<file path="src/core/asf_pkg.sv">
/*
  Package for the ALU status flag and addressing block: flag field layout,
  operation codes, addressing modes and carrier structs.
  Assumes a single core clock and a synchronous active-low reset.
*/
package asf_pkg;

  // ----------------------------------------------------------------
  // flag layout
  // ----------------------------------------------------------------
  localparam int          ASF_W        = 8;
  localparam int          ASF_C_BIT    = 0;
  localparam int          ASF_DC_BIT   = 1;
  localparam int          ASF_Z_BIT    = 2;
  localparam int          ASF_OV_BIT   = 3;
  localparam int          ASF_N_BIT    = 4;
  localparam int          ASF_MSB      = 7;
  localparam int          ASF_NIB      = 4;
  localparam logic [7:0]  ASF_IMPL_MSK = 8'h1F;
  localparam logic [4:0]  ASF_FLAG_RST = 5'h00;
  localparam logic [7:0]  ASF_ZERO8    = 8'h00;
  localparam logic [11:0] ASF_ADDR_RST = 12'h000;

  // ----------------------------------------------------------------
  // operations
  // ----------------------------------------------------------------
  typedef enum logic [3:0] {
    ASF_OP_NONE     = 4'h0,
    ASF_OP_ADD_WF   = 4'h1,  // add_work_file_op
    ASF_OP_ADD_LIT  = 4'h2,  // add_literal_op
    ASF_OP_SUB_LIT  = 4'h3,  // sub_from_literal_op
    ASF_OP_SUB_WF   = 4'h4,  // sub_work_file_op
    ASF_OP_AND      = 4'h5,
    ASF_OP_OR       = 4'h6,
    ASF_OP_XOR      = 4'h7,
    ASF_OP_CLEAR    = 4'h8,  // clear_file_op
    ASF_OP_BIT_CLR  = 4'h9,  // bit_clear_op
    ASF_OP_BIT_SET  = 4'hA,  // bit_set_op
    ASF_OP_SWAP     = 4'hB,  // nibble_swap_op
    ASF_OP_MOVE_FF  = 4'hC,  // file_to_file_move_op
    ASF_OP_MOVE_WF  = 4'hD   // work_to_file_move_op
  } asf_op_t;

  // ----------------------------------------------------------------
  // addressing modes, one-hot
  // ----------------------------------------------------------------
  typedef enum logic [4:0] {
    ASF_AM_INHERENT = 5'h01,
    ASF_AM_LITERAL  = 5'h02,
    ASF_AM_DIRECT   = 5'h04,
    ASF_AM_INDIRECT = 5'h08,
    ASF_AM_INDEXED  = 5'h10
  } asf_mode_t;

  // operand request from the decoder
  typedef struct packed {
    logic       valid;
    asf_op_t    op;
    logic [7:0] a;          // file or working operand
    logic [7:0] b;          // second operand (working or literal)
    logic [2:0] bit_sel;    // for bit clear/set
    logic       dest_flags; // destination is the flag register
    logic       has_lit;    // operand form carries a literal
    logic       use_ptr;    // operand names an indirect pointer
    logic       access;     // access-bank form
    logic [7:0] faddr;      // file address byte / offset
    logic [11:0] ptr;       // pointer value
    logic [3:0] bank;
  } asf_req_t;

  // registered result and addressing outcome
  typedef struct packed {
    logic       valid;
    logic [7:0] result;
    asf_mode_t  mode;
    logic [11:0] addr;
  } asf_rsp_t;

  typedef struct packed {
    logic [4:0] flags;
    asf_rsp_t   rsp;
  } asf_state_t;

endpackage

</file>
<file path="src/core/asf_core.sv">
/*
  ALU status flags and data addressing mode selection.
  Operands arrive from the core's decoder on the same clock; the extended
  instruction set enable is a configuration level from the same domain.
*/
`timescale 1ns/10ps
module asf_core (
  // clock and reset
  input  wire logic            sys_clk_in,
  input  wire logic            rst_b_in,
  // configuration
  input  wire logic            extended_isa_enable_in,
  // operation in
  input  wire asf_pkg::asf_req_t req_in,
  // flag register read port
  output logic [7:0]           alu_flag_register_out,
  // result out
  output asf_pkg::asf_rsp_t    rsp_out
);
  import asf_pkg::*;

  // ----------------------------------------------------------------
  // combinational datapath
  // ----------------------------------------------------------------
  asf_state_t s_q;
  asf_state_t s_d;

  logic [8:0] sum;
  logic [4:0] nib;
  logic [7:0] opx;
  logic [7:0] opy;
  logic [7:0] res;
  logic       arith;
  logic       logic_op;
  logic       sub;
  logic       writes_file;
  logic [4:0] f;

  always_comb
  begin
    sub   = (req_in.op == ASF_OP_SUB_LIT) || (req_in.op == ASF_OP_SUB_WF);
    arith = (req_in.op == ASF_OP_ADD_WF) || (req_in.op == ASF_OP_ADD_LIT) || sub;
    logic_op = (req_in.op == ASF_OP_AND) || (req_in.op == ASF_OP_OR) ||
               (req_in.op == ASF_OP_XOR) || (req_in.op == ASF_OP_CLEAR);
    // subtract = minuend + ~subtrahend + 1, so carries read as not-borrow
    opx = req_in.a;
    opy = sub ? ~req_in.b : req_in.b;
    if (req_in.op == ASF_OP_SUB_LIT)
    begin
      opx = req_in.b;
      opy = ~req_in.a;
    end
    sum = {1'b0, opx} + {1'b0, opy} + {8'h00, sub};
    nib = {1'b0, opx[ASF_NIB-1:0]} + {1'b0, opy[ASF_NIB-1:0]} + {4'h0, sub};

    res = sum[ASF_MSB:0];
    writes_file = 1'b0;
    case (req_in.op)
      ASF_OP_AND:     res = req_in.a & req_in.b;
      ASF_OP_OR:      res = req_in.a | req_in.b;
      ASF_OP_XOR:     res = req_in.a ^ req_in.b;
      ASF_OP_CLEAR:   res = ASF_ZERO8;
      ASF_OP_BIT_CLR:
      begin
        res = req_in.a & ~(8'h01 << req_in.bit_sel);
        writes_file = 1'b1;
      end
      ASF_OP_BIT_SET:
      begin
        res = req_in.a | (8'h01 << req_in.bit_sel);
        writes_file = 1'b1;
      end
      ASF_OP_SWAP:
      begin
        res = {req_in.a[3:0], req_in.a[7:4]};
        writes_file = 1'b1;
      end
      ASF_OP_MOVE_FF,
      ASF_OP_MOVE_WF:
      begin
        res = req_in.a;
        writes_file = 1'b1;
      end
      default:        res = sum[ASF_MSB:0];
    endcase

    // flag update from the alu
    f = s_q.flags;
    if (arith || logic_op)
    begin
      f[ASF_Z_BIT] = (res == ASF_ZERO8);
      // clear owns only the zero flag, so a cleared flag register keeps n
      if (req_in.op != ASF_OP_CLEAR)
        f[ASF_N_BIT] = res[ASF_MSB];
    end
    if (arith)
    begin
      f[ASF_C_BIT]  = sum[ASF_W];
      f[ASF_DC_BIT] = nib[ASF_NIB];
      f[ASF_OV_BIT] = (opx[ASF_MSB] == opy[ASF_MSB]) &&
                      (res[ASF_MSB] != opx[ASF_MSB]);
    end
    // a flag-affecting op aimed at the flags never stores its result there;
    // only the alu flag logic above lands, so clear sets zero and keeps the other flags
    if (req_in.dest_flags && writes_file)
      f = res[ASF_N_BIT:0];

    s_d = s_q;
    s_d.rsp.valid = req_in.valid;
    if (req_in.valid)
    begin
      s_d.flags      = f;
      s_d.rsp.result = res;
      // addressing: program side uses the counter only, not handled here
      if (!req_in.use_ptr && !req_in.has_lit && req_in.faddr == ASF_ZERO8 &&
          req_in.op == ASF_OP_NONE)
        s_d.rsp.mode = ASF_AM_INHERENT;
      else if (req_in.has_lit && !req_in.access)
        s_d.rsp.mode = ASF_AM_LITERAL;
      else if (req_in.use_ptr)
        s_d.rsp.mode = ASF_AM_INDIRECT;
      else if (extended_isa_enable_in && req_in.access && req_in.has_lit)
        s_d.rsp.mode = ASF_AM_INDEXED;
      else
        s_d.rsp.mode = ASF_AM_DIRECT;
      case (s_d.rsp.mode)
        ASF_AM_INDIRECT: s_d.rsp.addr = req_in.ptr;
        ASF_AM_INDEXED:  s_d.rsp.addr = req_in.ptr + {4'h0, req_in.faddr};
        ASF_AM_DIRECT:   s_d.rsp.addr = {req_in.bank, req_in.faddr};
        default:         s_d.rsp.addr = ASF_ADDR_RST;
      endcase
    end
  end

  // ----------------------------------------------------------------
  // state register
  // ----------------------------------------------------------------
  always_ff @(posedge sys_clk_in)
  begin
    if (!rst_b_in)
    begin
      s_q.flags      <= ASF_FLAG_RST;
      s_q.rsp.valid  <= 1'b0;
      s_q.rsp.result <= ASF_ZERO8;
      s_q.rsp.mode   <= ASF_AM_INHERENT;
      s_q.rsp.addr   <= ASF_ADDR_RST;
    end
    else
      s_q <= s_d;
  end

  // unimplemented upper bits always read as zero
  assign alu_flag_register_out = {3'b000, s_q.flags} & ASF_IMPL_MSK;
  assign rsp_out               = s_q.rsp;

endmodule

</file>
<file path="config.mk">
export PLATFORM = sky130hd
export DESIGN_NAME = asf_core
export DESIGN_NICKNAME = d
export VERILOG_FILES = /design/src/core/asf_pkg.sv /design/src/core/asf_core.sv
export SDC_FILE = /design/constraint.sdc
export NUM_CORES = 1
export LEC_CHECK = 0
export BUFFER_PORTS_ARGS = -buffer_cell sky130_fd_sc_hd__clkbuf_2
export CAP_MARGIN = 20
export CORE_MARGIN = 2
export CORE_UTILIZATION = 45
export DETAILED_ROUTE_END_ITERATION = 10
export PLACE_DENSITY = 0.81
export SLEW_MARGIN = 25
export SYNTH_ARGS = -nofsm -noshare
export SYNTH_HDL_FRONTEND = slang
export SYNTH_SLANG_ARGS = --single-unit
</file>
<file path="constraint.sdc">
create_clock -name sys_clk_in -period 4.2 [get_ports sys_clk_in]
set_clock_uncertainty 0.1 [all_clocks]
set_input_delay 0.84 -clock sys_clk_in [delete_from_list [all_inputs] [get_ports sys_clk_in]]
set_output_delay 0.84 -clock sys_clk_in [all_outputs]
set_load 0.01 [all_outputs]
</file>
==> key figures, run 1 <==
Status
  – Status: complete, no violations

Yosys
  – Mean area per synthesized cell: roughly 7.4 um2
  – Synthesized cell area: about 0.0033 mm2
  – Seq/Total Area, Yosys: 18.83%
  – Fraction of registers with async set or reset after synthesis: 0%
  – Synth area leader: dfxtp_1
  – Post-synth EDFFs: 0
  – Synth top area share: 18.83%
  – Leading cell types by total area after synthesis: dfxtp_1 19%, nor2_1 6.7%, ha_1 6.1%
  – Mapped Cells: 443
  – Seq cells post-synth: 31
  – Netlist cell types: 75
  – Ys flop type: dfxtp_1
  – Synth Warn #: 0

Flow run
  – Max-cap violations: 0

Timing
  – Hold violation count in the final report: 0
  – Final Setup Violations: 0
  – Hold WS: between 0.3 and 0.4 ns
  – Period minus WS final: about 3.8 ns
  – RSZ-0062 raised after global routing: false
  – Worst-margin pin slew: 0.8860 ns
  – Final period utilization: between 90% and 100%
  – Relative slew slack: roughly two fifths
  – Fin Setup TNS: 0 ns
  – Fmax: 0.2639 GHz
  – Max-slew violation count: 0

Place
  – Cells after DPL: just over 600
  – Hpwl dp: slightly below 8000 um
  – Placer Congestion: slightly below 1
  – PortBufs: 85

Worst setup path
  – FF-to-FF End: alu_flag_register_out[2]$_SDFFE_PN0P_
  – Crit. End Element: flip-flop
  – Worst r2r src: alu_flag_register_out[2]$_SDFFE_PN0P_
  – Crit-path max FO: 25
  – R2R setup slack: between 2 and 3 ns
  – Arr. time, crit path: around 3.9 ns
  – Worst Setup Path Type: primary input to flip-flop
  – Setup crit start kind: primary input
  – R2r worst-path depth: 4
  – Worst Path Required: about 4.3 ns

Route
  – DRT antenna net count: 0
  – Pre-Repair DR Iteration Count: 6
  – Final WL: around 10,000 um
  – Drt drc: 0
  – Wire length per cell: approximately 17 um
  – DR vias/cell: ~6.1
  – Initial DRC count: 412
  – Via count: around 3.8k

Worst hold path
  – Min-Delay Path Class: flip-flop to flip-flop
  – Hold_sp: alu_flag_register_out[0]$_SDFFE_PN0P_
  – Worst Hold Depth: 2
  – Worst Hold End: alu_flag_register_out[0]$_SDFFE_PN0P_

Clock network
  – Post-CTS Hold Buffers: 0
  – CTS Buf Count: 5
  – Root Buffer: clkbuf_8
  – CTS clk-pin slew, worst paths: ~0.070 ns
  – Worst-Skew Late Latency: ~0.29 ns
  – H-tree level count: 2
  – Post-CTS Setup Bufs: 0
  – Clock sink total: 31
  – Clk buf depth: 2
  – CTS tree: yes
  – Post-CTS Resized: 0

Global routing
  – GRT Resource Usage Total: 25.45%
  – Grt total ovfl: 0
  – Global-route wire length before repair: approximately 16,000 um
  – Number of global-route vias before repair: approximately 3.3k
  – Largest net degree at the start of global routing: 32
  – Initial antenna violation count: 0

Cells and area
  – Commonest non-fill, non-tap cell in the layout: clkbuf_2
  – Area delta synth->final: 17.16%
  – Share of post-route cells with drive strength above 1: a little under a quarter
  – # diodes: 0
  – NumNets Final: 589
  – Most frequent cells in the layout: 85 x clkbuf_2, 59 x nor2_1, 34 x a21oi_1, 31 x dfxtp_1, 29 x o21ai_0
  – Final Non-Filler Cells: a little over 600

Floorplan
  – FP Rows: 31
  – Io pins: 89
  – Chip height: 89.58 um
  – Initial Util: roughly 46%
  – Die area: between 0.008 and 0.009 mm2
  – DIE WIDTH: 89.58 um
  – Core footprint: around 0.0072 mm2

Power
  – Pwr dens: 252.1 mW/mm2
  – Maximum VDD drop: 0.1847 mV
  – Tot Pwr: slightly below 0.001 W
  – Lkg Pwr: ~1.7 nW
## per-stage QoR
step,cell area (um2),utilization (%),setup slack (ns)
floorplan,3322,-,0.02650
global placement,3776,52.62,0.3121
detailed placement,3776,52.62,0.1632
CTS,3861,53.81,0.4360
global route,3861,53.81,0.2339
finish,3861,53.81,0.4106
## cells in the mapped netlist (7+ instances only)
master / n
mux2i_1: 7
o21ai_0: 30
nand3_1: 9
a22oi_1: 9
nor2_1: 59
inv_1: 10
nand2b_1: 9
a21oi_1: 35
dfxtp_1: 31
clkbuf_1: 10
nand2_1: 28
ha_1: 16
buf_2: 11
a21o_1: 9
xor2_1: 16
nor2b_1: 9
a211oi_1: 13
xnor2_1: 8
## critical path, cell delays in order
cell       delay (ns)
clkbuf_2         0.11
nand2_1          0.12
nor3_4           0.15
buf_4            0.28
nor2_1           0.08
a21oi_1          0.13
ha_1             0.26
a31o_2           0.25
fa_2             0.35
a21o_1           0.20
a21oi_2          0.19
xnor2_1          0.15
nor2_1           0.06
a31oi_1          0.28
nor2_1           0.09
a2111oi_1        0.32
## flip-flops by register name, indices dropped and copies added, names as in the netlist
signal                 cells
rsp_out                   26
alu_flag_register_out      5
## routing by layer
| metal | track usage (%) | routed length, um | share of wire, % | vias up |
|---|---|---|---|---|
| li1 | - | - | - | 1809 |
| met1 | 35.45 | 4552 | 44 | 1766 |
| met2 | 39.04 | 4729 | 46 | 177 |
| met3 | 5.393 | 843 | 8.1 | 26 |
| met4 | 8.548 | 257 | 2.5 | 0 |
| met5 | 0 | 0 | 0 | - |
## power breakdown
part	total, W	switching [W]	internal (W)
registers	0.000327	0.0000115	0.000315
logic	0.000412	0.000244	0.000168
clock network	0.000235	0.000119	0.000116
total	0.000973	0.000375	0.000599
## cell type report
cell class,count,area (um2)
multi-input cells,372,2486
fillers,687,3314
flip-flops and latches,31,620.6
clock inverters,2,12.51
clock buffers,6,72.57
repair buffers,96,508.0
well taps,99,123.9
inverters,10,37.54
## worst max-delay path by stage
stage	from	to	slack [ns]
after floorplan	req_in[48]	alu_flag_register_out[4]$_SDFFE_PN0P_	0.03
after global placement	req_in[47]	alu_flag_register_out[4]$_SDFFE_PN0P_	0.31
after detailed placement	req_in[48]	alu_flag_register_out[4]$_SDFFE_PN0P_	0.16
after CTS	req_in[48]	alu_flag_register_out[4]$_SDFFE_PN0P_	0.44
after global routing	req_in[48]	alu_flag_register_out[2]$_SDFFE_PN0P_	0.23
final	req_in[48]	alu_flag_register_out[4]$_SDFFE_PN0P_	0.41
## kinds of logic after synthesis
group | count (synthesis) | share of synthesized area (%)
multiplexers | 13 | 4.176
XOR/XNOR | 24 | 6.378
other | 1 | 0.1138
adder cells (fa/ha/maj) | 18 | 7.289
AND/OR/NAND/NOR | 157 | 23.99
AO/OA/AOI/OAI | 157 | 32.84
buffers and inverters | 42 | 6.378
flip-flops | 31 | 18.83
Power figures use the tool's default switching activity.
==> run 2: changes to the inputs <==
--- a/config.mk
+++ b/config.mk
@@ -5,6 +5,7 @@
 export SDC_FILE = /design/constraint.sdc
 export NUM_CORES = 1
 export LEC_CHECK = 0
+export ABC_AREA = 1
 export BUFFER_PORTS_ARGS = -buffer_cell sky130_fd_sc_hd__clkbuf_2
 export CAP_MARGIN = 20
 export CORE_MARGIN = 2
==> run 2 against run 1 <==
  * Via count grew 14%
  * Worst hold slack gained 0.0019 ns
  * Sequential power is essentially flat
  * Register-to-register slack gained 0.43 ns
  * Critical path depth grew 7
  * Cell area grew 1.6%
  * Combinational power shrank 1%
  * Flip-flop and latch count is the same
  * Setup slack gained 0.13 ns
  * Largest cell class unchanged
  * Largest power group unchanged
  * Highest routed layer unchanged
==> key figures, run 2 <==
Place
  – Hpwl dp: around 8500 um
  – Placer Congestion: roughly 1.0
  – PortBufs: 85
  – Post-Place Worst Slack: between 0.3 and 0.4 ns
  – DP Area: between 0.003 and 0.004 mm2

Worst setup path
  – Setup crit start kind: primary input
  – Worst Path Required: approximately 4.3 ns
  – Crit-path max FO: 10
  – Arr. time, crit path: between 3 and 4 ns
  – Worst Setup Path Type: primary input to flip-flop
  – Crit. End Element: flip-flop

Floorplan
  – Die area: 0.008103 mm2
  – FP Rows: 31
  – DIE WIDTH: approximately 90 um
  – Core footprint: a little over 0.007 mm2
  – Chip height: ~90 um
  – Initial Util: between 40% and 50%
  – Io pins: 89

Clock network
  – H-tree level count: 2
  – Clk buf depth: 2
  – Root Buffer: clkbuf_8
  – CTS clk-pin slew, worst paths: about 0.06 ns
  – Post-CTS Resized: 0
  – CTS tree: yes
  – Clock sink total: 31
  – CTS Buf Count: 5
  – Worst-Skew Late Latency: approximately 0.28 ns
  – Post-CTS Hold Buffers: 0
  – Post-CTS Setup Bufs: 0

Power
  – Pwr dens: 242.7 mW/mm2
  – Maximum VDD drop: approximately 0.11 mV
  – Lkg Pwr: 2.020 nW

Timing
  – RSZ-0062 raised after global routing: false
  – Relative slew slack: between 40% and 50%
  – Final Setup Violations: 0
  – Final period utilization: 87.05%
  – Hold violation count in the final report: 0
  – Worst-margin pin slew: a little under 0.8 ns
  – Setup slack after layout: between 0.5 and 0.6 ns
  – Hold WS: roughly 0.37 ns
  – Period minus WS final: about 3.7 ns
  – Fmax: 0.2735 GHz
  – Fin Setup TNS: 0 ns
  – Max-slew violation count: 0

Yosys
  – Seq/Total Area, Yosys: 18.64%
  – Leading cell types by total area after synthesis: nand2_1 20%, dfxtp_1 19%, nand3_1 8.6%
  – Ys flop type: dfxtp_1
  – Seq cells post-synth: 31
  – Post-synth top cells: 174 x nand2_1, 57 x nand3_1, 53 x inv_1
  – Mapped Cells: about 570
  – Synth area leader: nand2_1
  – Synth Warn #: 0
  – Most common cell in the synthesized netlist: nand2_1
  – Netlist cell types: approximately 40
  – Fraction of registers with async set or reset after synthesis: 0%
  – Post-synth EDFFs: 0
  – Synth top area share: 19.62%
  – Mean area per synthesized cell: around 5.8 um2
  – Synthesized cell area: roughly 0.0033 mm2

Cells and area
  – NumNets Final: about 730
  – Most frequent cells in the layout: 174 x nand2_1, 85 x clkbuf_2, 57 x nand3_1, 53 x inv_1, 47 x o21ai_0
  – # diodes: 0
  – Fin area: about 0.0039 mm2
  – Fill count: 740
  – Area delta synth->final: 17.81%
  – Max FFs per register: 26
  – Commonest non-fill, non-tap cell in the layout: nand2_1
  – Share of post-route cells with drive strength above 1: between 15 and 20%

Route
  – DRT antenna net count: 0
  – DR vias/cell: about 5.7
  – Pre-Repair DR Iteration Count: 6
  – Initial DRC count: around 230
  – Via count: around 4.3k
  – Final WL: approximately 11,000 um
  – Drt drc: 0
  – Wire length per cell: 14.15 um

Global routing
  – Initial antenna violation count: 0
  – Global-route wire length before repair: ~18,000 um
  – Largest net degree at the start of global routing: 27
  – Grt total ovfl: 0
  – GRT Resource Usage Total: around a quarter
  – Number of global-route vias before repair: 3,986

Status
  – Status: complete, no violations

Worst hold path
  – Min-Delay Path Class: flip-flop to flip-flop

Flow run
  – Max-cap violations: 0
## run 2: cell types whose count changed after synthesis, moves of 10 or more
cell and delta:
inv_1 +43, nand3_1 +48, buf_2 -11, nand2_1 +146, nor2_1 -13, xor2_1 -14
a211oi_1 -13, o21ai_0 +17, nand2_2 +10
## run 2: cells by family (layout without fill, tap and decap cells)
family	Yosys count	in the layout	synth area share (%)
simple gates	323	323	43.03
compound gates	118	118	20.11
flops	31	31	18.64
other cells	1	3	0.1126
fa+ha+maj	18	18	7.215
buf+inv	75	156	8.794
xor+xnor	8	8	2.105
## run 2: per-stage QoR
step / total power, W / cells / utilization [%]
final: 0.0009522 / 756 / 54.37
after global routing: 0.001020 / 756 / 54.37
after CTS: 0.0009465 / 756 / 54.37
after detailed placement: 0.0007306 / 748 / 53.24
after global placement: 0.0007182 / 748 / 53.24
after floorplan: 0.0005984 / 576 / -
## run 2: area by class of cell
| cell class | instances | area (um2) | area share (%) |
|---|---|---|---|
| multi-input combinational | 470 | 2424 | 61.79 |
| sequential | 31 | 620.6 | 15.82 |
| clock inverter | 1 | 5.005 | 0.1276 |
| timing repair buffer | 88 | 447.9 | 11.42 |
| clock buffer | 7 | 76.32 | 1.946 |
| tap | 99 | 123.9 | 3.158 |
| inverter | 60 | 225.2 | 5.742 |
## run 2: metal layers
layer / vias to the layer above / wire [um] / track usage, %
met3: 48 / 1011 / 4.107
met4: 0 / 394 / 10.77
li1: 2073 / - / -
met2: 252 / 5053 / 45.61
met5: - / 0 / 0
met1: 1923 / 4237 / 30.14
## run 2: critical path: stages
cell	delay, ns
clkbuf_2	0.17
inv_2	0.09
nor2_4	0.14
nand2_4	0.12
inv_2	0.16
nand2_1	0.07
nand3_1	0.07
o21ai_0	0.10
ha_1	0.29
nand2_1	0.10
nand2_2	0.09
fa_1	0.42
nand3_1	0.10
nand3_1	0.11
xnor2_1	0.18
nor2_1	0.07
nor2_1	0.16
nand3_1	0.09
nor2_1	0.10
nand2_1	0.06
nor2_1	0.10
nor2_1	0.05
nor2_1	0.07
## run 2: final timing paths
check,startpoint,to,slack (ns),cells after the start
worst min register to register,rsp_out[7]$_SDFFE_PN0P_,rsp_out[7]$_SDFFE_PN0P_,0.37,2
worst min-delay path,rsp_out[7]$_SDFFE_PN0P_,rsp_out[7]$_SDFFE_PN0P_,0.37,2
worst max register to register,rsp_out[24]$_SDFFE_PN0P_,rsp_out[24]$_SDFFE_PN0P_,3.41,4
worst max-delay path,req_in[49],alu_flag_register_out[2]$_SDFFE_PN0P_,0.54,23
## run 2: where the power goes
| group | total, W | internal (W) | switching (W) |
|---|---|---|---|
| clock network | 0.000217 | 0.000116 | 0.000101 |
| logic | 0.000408 | 0.000145 | 0.000263 |
| registers | 0.000327 | 0.000316 | 0.0000110 |
| total | 0.000952 | 0.000577 | 0.000375 |
==> run 3: changes to the inputs <==
--- a/config.mk
+++ b/config.mk
@@ -8,10 +8,11 @@
 export ABC_AREA = 1
 export BUFFER_PORTS_ARGS = -buffer_cell sky130_fd_sc_hd__clkbuf_2
 export CAP_MARGIN = 20
+export CORE_ASPECT_RATIO = 1.75
 export CORE_MARGIN = 2
-export CORE_UTILIZATION = 45
+export CORE_UTILIZATION = 49
 export DETAILED_ROUTE_END_ITERATION = 10
-export PLACE_DENSITY = 0.81
+export PLACE_DENSITY = 0.86
 export SLEW_MARGIN = 25
 export SYNTH_ARGS = -nofsm -noshare
 export SYNTH_HDL_FRONTEND = slang
==> run 3 against run 2 <==
  * First-iteration DRC count is 26% higher
  * Final cell count is 2.2% lower
  * Sequential share of layout area is 0.28 points lower
  * Register-to-register slack hardly changed
  * Clock-buffer cell count is 1 lower
  * Largest power group is now clock
  * Wire length hardly changed
==> key figures, run 3 (synthesis results as in run 2) <==
Timing
  – Fin Setup TNS: 0 ns
  – Final period utilization: 84.52%
  – RSZ-0062 raised after global routing: false
  – Hold violation count in the final report: 0
  – Period minus WS final: between 3 and 4 ns
  – Relative slew slack: ~45%
  – Worst-margin pin slew: about 0.83 ns
  – Max-slew violation count: 0
  – Fmax: approximately 0.28 GHz
  – Final Setup Violations: 0

Place
  – PortBufs: 85
  – DP Area: around 0.0038 mm2
  – Placer Congestion: a little under 1
  – Hpwl dp: roughly 8700 um

Global routing
  – Largest net degree at the start of global routing: 24
  – GRT Resource Usage Total: 28.23%
  – Number of global-route vias before repair: between 3k and 4k
  – Global-route wire length before repair: 16,770 um
  – Initial antenna violation count: 0
  – Grt total ovfl: 0

Cells and area
  – Fin area: between 0.003 and 0.004 mm2
  – Share of post-route cells with drive strength above 1: 19.63%
  – Area delta synth->final: 19.95%
  – Storage cell area: between 600 and 700 um2
  – NumNets Final: 729
  – # diodes: 0
  – Max FFs per register: 26
  – Area occupied by multi-input gates: 0.002424 mm2
  – Fill count: approximately 640
  – Commonest non-fill, non-tap cell in the layout: nand2_1
  – Most frequent cells in the layout: 174 x nand2_1, 85 x clkbuf_2, 57 x nand3_1, 53 x inv_1, 47 x o21ai_0

Floorplan
  – Core footprint: 0.006539 mm2
  – Chip height: around 110 um
  – FP Rows: 39
  – Initial Util: 50.92%
  – Io pins: a little under 90
  – Die area: approximately 0.0075 mm2
  – DIE WIDTH: roughly 66 um

Route
  – Via count: 4,195
  – Initial DRC count: roughly 300
  – Pre-Repair DR Iteration Count: 4
  – Drt drc: 0
  – DRT antenna net count: 0
  – Final WL: around 11,000 um
  – DR vias/cell: 5.677
  – Wire length per cell: ~14 um

Worst setup path
  – Crit-path max FO: 17
  – Worst Setup Path Type: primary input to flip-flop
  – Crit. End Element: flip-flop
  – Arr. time, crit path: between 3 and 4 ns
  – Setup crit start kind: primary input
  – Worst Path Required: approximately 4.3 ns

Power
  – NetSw: slightly below 0.0004 W
  – Combinational share of power: a little over a third
  – Sequential power share: roughly 29%
  – Clock power frac: a little over a third
  – Pwr dens: around 290 mW/mm2
  – Maximum VDD drop: ~0.18 mV
  – Internal power: approximately 0.00076 W
  – Lkg Pwr: 2.064 nW
  – Net Sw Frac: 34.37%

Worst hold path
  – Min-Delay Path Class: flip-flop to flip-flop

Clock network
  – Clock sink total: 31
  – CTS tree: yes
  – Worst-Skew Late Latency: 0.27 ns
  – CTS clk-pin slew, worst paths: roughly 0.05 ns
  – Root Buffer: clkbuf_16
  – H-tree level count: 2
  – Post-CTS Resized: 0
  – Post-CTS Hold Buffers: 0
  – Post-CTS Setup Bufs: 0
  – CTS Buf Count: 5
  – Clk buf depth: 2

Status
  – Status: complete, no violations

Flow run
  – Max-cap violations: 0
==> run 3: per-stage QoR <==
stage                     setup WS [ns]  total power [W]  util (%)  hold WS (ns)  instances
final                            0.6501         0.001151     61.08        0.3660        739
after global routing             0.2498         0.001218     61.08        0.3873        739
after CTS                        0.6855         0.001149     61.08        0.3668        739
after detailed placement         0.4058        0.0007325     58.42        0.3589        731
after global placement           0.4846        0.0007228     58.42        0.3530        731
after floorplan                  0.7344        0.0005984         -        0.3900        576
==> run 3: layer usage <==
layer,wire length (um),GRT usage [%]
met5,0,0
met4,790,20.00
met3,622,4.076
met2,5456,52.87
met1,3830,26.53
==> run 3: critical path, cell delays in order <==
cell and delay (ns):
clkbuf_2 0.17, nor2_1 0.19, nand2_1 0.30, nand3_1 0.18, o21ai_0 0.10, ha_1 0.29
nand2_1 0.08, nand2_2 0.07, fa_1 0.43, nand3_1 0.11, nand3_1 0.10, xnor2_1 0.15
nor2_1 0.06, nor2_1 0.16, nand3_1 0.09, nor2_1 0.10, nand2_1 0.05, nor2_1 0.08
nor2_1 0.05, nor2_1 0.07
==> run 3: layout make-up <==
type / count / share of cell area (%)
multi-input combinational: 470 / 60.68
sequential: 31 / 15.54
timing repair buffer: 88 / 11.22
inverter: 60 / 5.639
clock buffer: 6 / 3.477
tap: 82 / 2.569
clock inverter: 2 / 0.8772
==> run 3: worst paths after layout <==
path / startpoint / slack [ns] / endpoint / depth (start not counted)
max: req_in[50] / 0.65 / alu_flag_register_out[2]$_SDFFE_PN0P_ / 20
min: rsp_out[10]$_SDFFE_PN0P_ / 0.37 / rsp_out[10]$_SDFFE_PN0P_ / 2
max reg2reg: rsp_out[12]$_SDFFE_PN1P_ / 3.41 / rsp_out[12]$_SDFFE_PN1P_ / 2
min reg2reg: rsp_out[10]$_SDFFE_PN0P_ / 0.37 / rsp_out[10]$_SDFFE_PN0P_ / 2
==> run 3: power groups by stage <==
stage          logic [W]  clock network (W)  registers [W]
2_1_floorplan   0.000256                  0       0.000343
3_3_place_gp    0.000389                  0       0.000334
3_5_place_dp    0.000398                  0       0.000335
4_1_cts         0.000400           0.000421       0.000329
5_1_grt         0.000449           0.000438       0.000331
6_report        0.000406           0.000417       0.000329
